$ cat src/rtl/playback_pkg.sv
// Purpose: Shared constants and types for the audio playback unit
// Assumes: 32-bit register port, word-aligned offsets
// Notes: Offsets are byte addresses
package playback_pkg;
  localparam logic [7:0] OFF_PLAYBACK_CTRL = 8'h00;
  localparam logic [7:0] OFF_AUDIO_PARAM_CTRL = 8'h04;
  localparam logic [7:0] OFF_DAC_POWER_CTRL = 8'h08;
  localparam logic [7:0] OFF_THRESHOLD_IRQ_CTRL = 8'h0c;
  localparam logic [7:0] OFF_BUFFER_BASE_ADDR = 8'h10;
  localparam logic [7:0] OFF_THRESHOLD_ONE_ADDR = 8'h14;
  localparam logic [7:0] OFF_THRESHOLD_TWO_ADDR = 8'h18;
  localparam logic [7:0] OFF_CURRENT_FETCH_ADDR = 8'h1c;
  localparam int RUN_BIT_POS = 0;
  localparam int SOFT_RESET_BIT_POS = 16;
  localparam int SWAP_BIT_POS = 16;
  localparam int ZERO_CROSS_BIT_POS = 25;
  localparam int DAC_POWERDOWN_BIT_POS = 16;
  localparam int THR_ONE_FLAG_POS = 0;
  localparam int THR_TWO_FLAG_POS = 1;
  localparam int THR_ONE_EN_POS = 16;
  localparam int THR_TWO_EN_POS = 17;
  localparam logic [31:0] PLAYBACK_CTRL_RESET = 32'h0000_0000;
  localparam logic [31:0] AUDIO_PARAM_CTRL_RESET = 32'h0000_0001;
  localparam logic [31:0] DAC_POWER_CTRL_RESET = 32'h0001_0000;
  localparam logic [31:0] ADDR_RESET = 32'h0000_0000;
  localparam logic [31:0] WORD_STEP = 32'h0000_0004;
  localparam int STROBE_COUNT_WIDTH = 7;
  typedef struct packed {
    logic [31:0] addr;
    logic [31:0] data;
  } fetch_word_t;
  typedef struct packed {
    logic valid;
    logic [15:0] sample;
  } dac_sample_t;
  typedef enum logic [1:0] {FETCH_IDLE, FETCH_REQ, FETCH_WAIT} fetch_state_t;
endpackage

$ cat src/rtl/audio_playback_unit.sv
// Purpose: Register set and sample fetch control of the audio playback unit
// Assumes: Register port and RAM read port are simple synchronous handshakes
// Notes: Conversion strobe divides the DAC clock (taken as clk) by 128
// Summary of operation
// [RULE1] Writing 1 to soft reset clears internal state, registers kept.
// [RULE2] Parameter bit 25 enables zero-cross detection on output samples.
// [RULE3] Parameter bit 16 selects which word half holds the first sample.
// [RULE4] Power-down bit 16 powers the DAC down; resets to powered down.
// [RULE5] Flags set on reaching threshold 1 or 2; software writes 0 to clear.
// [RULE6] Base address register holds fetch start of the first buffer.
// [RULE7] Register at 0x14 holds threshold 1, end of first buffer.
// [RULE8] Register at 0x18 holds threshold 2, end of second buffer.
// [RULE9] Read-only 0x1C shows the current fetch address; resets zero.
// [RULE10] Playback runs only while the run bit is set.
// [RULE11] Interrupt raised at the end of each of the two buffers.
// [RULE12] 7-bit counter strobes the DAC each 128 clocks.
// [RULE13] Software must set the enables before interrupts appear.
// [RULE14] Interrupt is flag and matching enable, bits 16 and 17.
// [RULE15] After the threshold 2 word, fetching wraps to the base address.
`timescale 1ns/100ps
`default_nettype none
module audio_playback_unit
  import playback_pkg::*;
(
  input wire logic clk, // Clock
  input wire logic rst, // Sync reset, active high
  input wire logic reg_wr, // Register write strobe
  input wire logic reg_rd, // Register read strobe
  input wire logic [7:0] reg_addr, // Register byte offset
  input wire logic [31:0] reg_wdata, // Register write data
  output logic [31:0] reg_rdata, // Register read data, valid the cycle after reg_rd
  output logic mem_req, // RAM read request
  output logic [31:0] mem_addr, // RAM read address
  input wire logic mem_ack, // RAM answer strobe
  input wire logic [31:0] mem_rdata, // RAM read data
  output logic [15:0] dac_data, // Sample to DAC
  output logic dac_strobe, // Conversion strobe, one cycle
  output logic dac_powerdown, // DAC power-down
  output logic irq // Interrupt
);
  logic [31:0] playback_ctrl;
  logic [31:0] audio_param_ctrl;
  logic [31:0] buffer_base_addr;
  logic [31:0] threshold_one_addr;
  logic [31:0] threshold_two_addr;
  logic [31:0] current_fetch_addr;
  logic thr_one_irq_enable;
  logic thr_two_irq_enable;
  logic thr_one_irq_flag;
  logic thr_two_irq_flag;
  logic soft_reset;
  logic run;
  fetch_state_t state;
  logic fetch_started;
  logic [STROBE_COUNT_WIDTH-1:0] strobe_count;
  logic half_sel;
  logic [15:0] last_sample;
  fetch_word_t buf_in;
  fetch_word_t buf_out;
  logic buf_in_ready;
  logic buf_out_valid;
  logic buf_pop;
  logic tick;
  logic [15:0] first_half;
  logic [15:0] second_half;
  logic [15:0] next_sample;
  logic hit_one;
  logic hit_two;
  logic wr_hit;

  assign soft_reset = reg_wr && (reg_addr == OFF_PLAYBACK_CTRL)
                      && reg_wdata[SOFT_RESET_BIT_POS]; // RULE1
  assign run = playback_ctrl[RUN_BIT_POS];
  assign tick = (strobe_count == '1);
  assign buf_pop = tick && buf_out_valid && half_sel;
  assign hit_one = buf_pop && (buf_out.addr == threshold_one_addr);
  assign hit_two = buf_pop && (buf_out.addr == threshold_two_addr);

  // Register writes; soft reset bit is self-clearing
  always_ff @(posedge clk)
  begin
    if (rst)
    begin
      playback_ctrl <= PLAYBACK_CTRL_RESET;
      audio_param_ctrl <= AUDIO_PARAM_CTRL_RESET;
      dac_powerdown <= DAC_POWER_CTRL_RESET[DAC_POWERDOWN_BIT_POS]; // RULE4
      buffer_base_addr <= ADDR_RESET;
      threshold_one_addr <= ADDR_RESET;
      threshold_two_addr <= ADDR_RESET;
      thr_one_irq_enable <= 1'b0;
      thr_two_irq_enable <= 1'b0;
    end
    else if (reg_wr)
    begin
      case (reg_addr)
        OFF_PLAYBACK_CTRL: playback_ctrl <= {31'h0, reg_wdata[RUN_BIT_POS]}; // RULE10
        OFF_AUDIO_PARAM_CTRL: audio_param_ctrl <= reg_wdata;
        OFF_DAC_POWER_CTRL: dac_powerdown <= reg_wdata[DAC_POWERDOWN_BIT_POS]; // RULE4
        OFF_THRESHOLD_IRQ_CTRL:
        begin
          thr_one_irq_enable <= reg_wdata[THR_ONE_EN_POS]; // RULE13
          thr_two_irq_enable <= reg_wdata[THR_TWO_EN_POS]; // RULE13
        end
        OFF_BUFFER_BASE_ADDR: buffer_base_addr <= reg_wdata; // RULE6
        OFF_THRESHOLD_ONE_ADDR: threshold_one_addr <= reg_wdata; // RULE7
        OFF_THRESHOLD_TWO_ADDR: threshold_two_addr <= reg_wdata; // RULE8
        default: ;
      endcase
    end
  end

  // Threshold flags: hardware set wins over software clear
  assign wr_hit = reg_wr && (reg_addr == OFF_THRESHOLD_IRQ_CTRL);
  always_ff @(posedge clk)
  begin
    if (rst)
    begin
      thr_one_irq_flag <= 1'b0;
      thr_two_irq_flag <= 1'b0;
    end
    else
    begin
      if (hit_one)
      begin
        thr_one_irq_flag <= 1'b1; // RULE5 RULE11
      end
      else if (wr_hit && !reg_wdata[THR_ONE_FLAG_POS])
      begin
        thr_one_irq_flag <= 1'b0; // RULE5
      end
      if (hit_two)
      begin
        thr_two_irq_flag <= 1'b1; // RULE5 RULE11
      end
      else if (wr_hit && !reg_wdata[THR_TWO_FLAG_POS])
      begin
        thr_two_irq_flag <= 1'b0; // RULE5
      end
    end
  end

  always_ff @(posedge clk)
  begin
    if (rst)
    begin
      irq <= 1'b0;
    end
    else
    begin
      irq <= (thr_one_irq_flag && thr_one_irq_enable)
             || (thr_two_irq_flag && thr_two_irq_enable); // RULE14
    end
  end

  // Register reads
  always_ff @(posedge clk)
  begin
    if (rst)
    begin
      reg_rdata <= 32'h0000_0000;
    end
    else if (reg_rd)
    begin
      case (reg_addr)
        OFF_PLAYBACK_CTRL: reg_rdata <= playback_ctrl;
        OFF_AUDIO_PARAM_CTRL: reg_rdata <= audio_param_ctrl;
        OFF_DAC_POWER_CTRL: reg_rdata <= 32'(dac_powerdown) << DAC_POWERDOWN_BIT_POS;
        OFF_THRESHOLD_IRQ_CTRL:
          reg_rdata <= (32'(thr_two_irq_enable) << THR_TWO_EN_POS)
                       | (32'(thr_one_irq_enable) << THR_ONE_EN_POS)
                       | (32'(thr_two_irq_flag) << THR_TWO_FLAG_POS)
                       | (32'(thr_one_irq_flag) << THR_ONE_FLAG_POS);
        OFF_BUFFER_BASE_ADDR: reg_rdata <= buffer_base_addr;
        OFF_THRESHOLD_ONE_ADDR: reg_rdata <= threshold_one_addr;
        OFF_THRESHOLD_TWO_ADDR: reg_rdata <= threshold_two_addr;
        OFF_CURRENT_FETCH_ADDR: reg_rdata <= current_fetch_addr; // RULE9
        default: reg_rdata <= 32'h0000_0000;
      endcase
    end
  end

  // Fetch engine: one word at a time into the buffer
  always_ff @(posedge clk)
  begin
    if (rst || soft_reset) // RULE1
    begin
      state <= FETCH_IDLE;
      mem_req <= 1'b0;
      mem_addr <= ADDR_RESET;
      current_fetch_addr <= ADDR_RESET; // RULE9
      fetch_started <= 1'b0;
    end
    else
    begin
      case (state)
        FETCH_IDLE:
        begin
          if (run && buf_in_ready) // RULE10
          begin
            mem_addr <= fetch_started ? current_fetch_addr : buffer_base_addr; // RULE6
            current_fetch_addr <= fetch_started ? current_fetch_addr : buffer_base_addr;
            fetch_started <= 1'b1;
            mem_req <= 1'b1;
            state <= FETCH_WAIT;
          end
        end
        FETCH_WAIT:
        begin
          if (mem_ack)
          begin
            mem_req <= 1'b0;
            if (current_fetch_addr == threshold_two_addr)
            begin
              current_fetch_addr <= buffer_base_addr; // RULE15
            end
            else
            begin
              current_fetch_addr <= current_fetch_addr + WORD_STEP;
            end
            state <= FETCH_IDLE;
          end
        end
        default: state <= FETCH_IDLE;
      endcase
    end
  end

  assign buf_in.addr = current_fetch_addr;
  assign buf_in.data = mem_rdata;

  sample_buffer #(
    .WIDTH($bits(fetch_word_t))
  ) u_buffer (
    .clk(clk),
    .rst(rst),
    .flush(soft_reset),
    .in_valid((state == FETCH_WAIT) && mem_ack),
    .in_ready(buf_in_ready),
    .in_data(buf_in),
    .out_valid(buf_out_valid),
    .out_ready(buf_pop),
    .out_data(buf_out)
  );

  // Sample order within a word
  always_comb
  begin
    if (audio_param_ctrl[SWAP_BIT_POS]) // RULE3
    begin
      first_half = buf_out.data[31:16];
      second_half = buf_out.data[15:0];
    end
    else
    begin
      first_half = buf_out.data[15:0];
      second_half = buf_out.data[31:16];
    end
    next_sample = half_sel ? second_half : first_half;
  end

  // Conversion timer
  always_ff @(posedge clk)
  begin
    if (rst || soft_reset || !run)
    begin
      strobe_count <= '0;
      dac_strobe <= 1'b0;
    end
    else
    begin
      strobe_count <= strobe_count + 1'b1; // RULE12
      dac_strobe <= tick; // RULE12
    end
  end

  // Output sample; zero-cross mode outputs zero for a sign change from a nonzero sample
  always_ff @(posedge clk)
  begin
    if (rst || soft_reset)
    begin
      half_sel <= 1'b0;
      last_sample <= 16'h0000;
      dac_data <= 16'h0000;
    end
    else if (tick && buf_out_valid && run)
    begin
      half_sel <= ~half_sel;
      last_sample <= next_sample;
      if (audio_param_ctrl[ZERO_CROSS_BIT_POS]
          && (next_sample[15] != last_sample[15]) && (last_sample != 16'h0000)) // RULE2
      begin
        dac_data <= 16'h0000;
      end
      else
      begin
        dac_data <= next_sample;
      end
    end
  end
endmodule
`default_nettype wire

$ cat src/rtl/sample_buffer.sv
// Purpose: Two-entry valid/ready buffer for fetched words
// Assumes: Single clock, synchronous reset
// Notes: Flush empties the buffer in one cycle
`timescale 1ns/100ps
`default_nettype none
module sample_buffer #(
  parameter int WIDTH = 64
) (
  input wire logic clk, // Clock
  input wire logic rst, // Sync reset
  input wire logic flush, // Drop contents
  input wire logic in_valid, // Word offered
  output logic in_ready, // Space available
  input wire logic [WIDTH-1:0] in_data, // Word in
  output logic out_valid, // Word present
  input wire logic out_ready, // Consumer takes word
  output logic [WIDTH-1:0] out_data // Oldest word
);
  logic [WIDTH-1:0] mem [2];
  logic wr_ptr;
  logic rd_ptr;
  logic [1:0] count;
  logic push;
  logic pop;
  assign in_ready = (count != 2'd2);
  assign out_valid = (count != 2'd0);
  assign out_data = mem[rd_ptr];
  assign push = in_valid && in_ready;
  assign pop = out_valid && out_ready;
  always_ff @(posedge clk)
  begin
    if (push)
    begin
      mem[wr_ptr] <= in_data;
    end
  end
  always_ff @(posedge clk)
  begin
    if (rst || flush)
    begin
      wr_ptr <= 1'b0;
      rd_ptr <= 1'b0;
      count <= 2'd0;
    end
    else
    begin
      if (push)
      begin
        wr_ptr <= ~wr_ptr;
      end
      if (pop)
      begin
        rd_ptr <= ~rd_ptr;
      end
      count <= count + {1'b0, push} - {1'b0, pop};
    end
  end
endmodule
`default_nettype wire

$ cat config.mk
export PLATFORM = sky130hd
export DESIGN_NAME = audio_playback_unit
export DESIGN_NICKNAME = d
export VERILOG_FILES = /design/src/rtl/playback_pkg.sv /design/src/rtl/audio_playback_unit.sv /design/src/rtl/sample_buffer.sv
export SDC_FILE = /design/constraint.sdc
export NUM_CORES = 1
export LEC_CHECK = 0
export BUFFER_PORTS_ARGS = -buffer_cell sky130_fd_sc_hd__buf_2
export CORE_ASPECT_RATIO = 0.6
export CORE_MARGIN = 5
export CORE_UTILIZATION = 48
export CTS_BUF_LIST = sky130_fd_sc_hd__clkbuf_2
export CTS_CLUSTER_DIAMETER = 30
export DETAILED_ROUTE_END_ITERATION = 8
export GPL_TIMING_DRIVEN = 1
export PLACE_DENSITY = 0.68
export SETUP_SLACK_MARGIN = 0.3
export SLEW_MARGIN = 10
export SYNTH_ARGS = -nofsm -noshare
export SYNTH_HDL_FRONTEND = slang
export SYNTH_SLANG_ARGS = --single-unit
$ cat constraint.sdc
create_clock -name clk -period 12.3 [get_ports clk]
set_clock_uncertainty 0.05 [all_clocks]
set_input_delay 1.845 -clock clk [delete_from_list [all_inputs] [get_ports clk]]
set_output_delay 1.845 -clock clk [all_outputs]
set_load 0.02 [all_outputs]
==> impl_metrics.yaml <==
power:
  leakage_nw: 6.99
  ir_worst_vdd_mv: 0.0714
  power_density_mw_per_mm2: 121
drt:
  dr.first_iter.drc_count: 1575
  drt-vias-per-instance: 5.78
  drt_wl_total_mm: 56.6
  dr.pass1.iters: 5
  drcViolationCount: 0
  drt.antenna.violating_nets: 0
  route.vias.total: 14900
  routed_wire_length_per_instance_um: 22.0
cts:
  hold_buffers: 0
  ctsResizeCount: 0
  htreeDepth: 3
  cts_tree: "yes"
  clock_sinks: 407
  cts_buffers: 97
  cts_root_buffer: "clkbuf_2"
  cts_buffer_depth: 3
  post_cts_buffers: 0
  clkTransAtPathRegs_ps: 100
  worst_skew_pair.late_latency_ps: 1090
synthesis:
  netlist_instances: 1845
  yosysTopAreaCell: "dfxtp_1"
  synth_edf_count: 128
  ys_seq_area_share_pct: 51.9
  ys_ff_latch: 407
  synth_cell_type_count: 64
  syn_nets: 1926
  synthArstFlopShare_pct: 0
  synth_warnings: 0
  ys_top_cells_by_area: "dfxtp_1 31%, edfxtp_1 21%, nand2_1 6.7%"
  synth-main-ff-cell: "dfxtp_1"
  avgSynthCellArea_um2: 9.84
  synth_area_mm2: 0.0182
  synth_top_cell_area_share_pct: 30.8
sta:
  finalCriticalPeriod_ps: 4040
  worst_pin_slew_ps: 1110
  max-slew-margin-rel_pct: 25.9
  fin_tns_setup_ps: 0
  setup_violations: 0
  rsz0062_at_grt: "false"
  max_freq_mhz: 247
  report.final.slew_viol_count: 0
  period_share_pct: 32.9
  worst_slack_ps: 8260
  finalHoldViolCount: 0
placement:
  pre_cts_ws_ps: 7380
  port_buffers: 160
  gp_congestion: 0.986
  dp_hpwl_mm: 39.5
final_layout:
  drive_gt1_share_pct: 18.8
  utilization_pct: 53.7
  syn_to_final_growth_pct: 10.9
  nFillCells: 3422
  fin_nets: 2055
grt:
  gr-total-overflow: 0
  grt_start_max_net_pins: 99
  grt_first_pass_wirelength_mm: 84.8
  grt_use_total_pct: 26.2
  antenna_found_initial: 2
  first_global_vias: 14100
die:
  ioPinCount: 161
  die_w_um: 261
  core_area_mm2: 0.0375
  fp-row-count: 55
  initial_core_util_pct: 48.4
  fp.dieH_um: 161
  die-area_mm2: 0.0420
setup_path:
  cp_data_required_time_ps: 13160
  endpoint_kind: "flip-flop"
  crit_path_max_fanout: 17
  critPathKind: "input port to flip-flop"
  regToRegSetupSlack_ps: 8770
  cp-start-kind: "input port"
  worst_ep_arrival_time_ps: 4900
hold_path:
  hold_class: "flip-flop to flip-flop"
status:
  status: "complete, no violations"
job:
  maxCapViolations: 0
-- layout make-up --
class / count / area (µm²) / share of cell area [%]
antenna: 5 / 12.5 / 0.0621
clock buffer: 148 / 741 / 3.68
clock inverter: 35 / 275 / 1.37
inverter: 15 / 56.3 / 0.279
multi-input combinational: 1271 / 8020 / 39.8
sequential: 407 / 9430 / 46.8
tap: 513 / 642 / 3.19
timing repair buffer: 182 / 968 / 4.81
-- cells in the final DEF (no fill, tap or decap), types with 10 or more instances in the layout --
cell and count:
a211oi_1 25, a21oi_1 196, a22o_1 32, a22oi_1 49, a2bb2oi_1 15, a31oi_1 11
and3_1 10, buf_2 159, buf_4 23, clkbuf_2 148, clkinv_1 23, dfxtp_1 277
edfxtp_1 128, inv_1 15, mux2i_1 118, mux4_2 14, nand2_1 325, nand3_1 19
nand4_1 19, nor2_1 133, nor4_1 26, o21ai_0 25, o221ai_1 10, xnor2_1 115
xor2_1 19
-- worst max-delay path, stage by stage --
cell	delay, ps
buf_2	110
nor3_1	440
nand3_1	830
nor2_1	540
nand2_1	530
buf_4	410
nand2_1	100
a21oi_1	60
-- cells in the mapped netlist, drive strengths merged (5+ instances only) --
cell and instances:
and4 6, a31oi 11, mux4 16, xor2 21, o2111ai 5, and2 9
nor2 134, a22oi 49, nor3 10, o31ai 5, nand3 20, clkbuf 71
inv 15, o211ai 8, o22ai 8, a2bb2oi 15, dfxtp 279, a211oi 25
o21ai 26, and3 10, xnor2 115, nor4 27, nand2 327, a21oi 198
o221ai 10, mux2i 118, a22o 32, buf 81, nor2b 7, nand4 19
edfxtp 128
-- per-layer routing --
layer / vias up / share of wire (%) / track usage, %
met1: 7198 / 44 / 37.8
li1: 6872 / - / -
met2: 718 / 42 / 36.7
met4: 0 / 2.7 / 8.21
met5: - / 0 / 0
met3: 107 / 11 / 9.32
-- where the power goes --
part | internal (mW) | switching (mW) | total [mW] | leakage (nW)
Sequential | 1.38 | 0.00127 | 1.38 | 3.45
Combinational | 0.0175 | 0.0498 | 0.0673 | 2.80
Clock | 0.428 | 0.567 | 0.995 | 0.742
-- metrics by stage --
step	hold WS, ps	total power, mW	instances	instance area [µm²]
after floorplan	363	1.44	1845	18200
after CTS	411	2.47	2571	20100
final	413	2.44	2576	20100
after global placement	376	1.48	2388	19100
after detailed placement	391	1.48	2388	19100
after global routing	429	2.55	2576	20100
-- logic make-up after synthesis --
group                      share of synthesized area, %
AOI/OAI and AO/OA                                  14.5
adders and majority gates                         0.276
and+or+nand+nor                                    13.7
xor gates and xnor gates                           6.64
buffers and inverters                              4.13
DFF                                                51.9
muxes                                              8.78
-- state kept, by name, indices dropped and copies added, names as in the netlist, 2 cells and up, named ones only --
signal and cells:
threshold_two_addr 32, last_sample 16, current_fetch_addr 32, u_buffer.count 2
dac_data 16, reg_rdata 32, u_buffer.mem 128, mem_addr 32
audio_param_ctrl 32, threshold_one_addr 32, buffer_base_addr 32, strobe_count 7
-- path summary, 6_finish.rpt --
path / endpoint / startpoint / cells after the start
worst max-delay path: buffer_base_addr[26] / reg_addr[5] / 8
worst min-delay path: audio_param_ctrl[30] / audio_param_ctrl[30] / 2
worst max register to register: thr_one_irq_flag / flip-flop / 6
worst min register to register: audio_param_ctrl[30] / audio_param_ctrl[30] / 2
(Power assumes the default switching activity.)
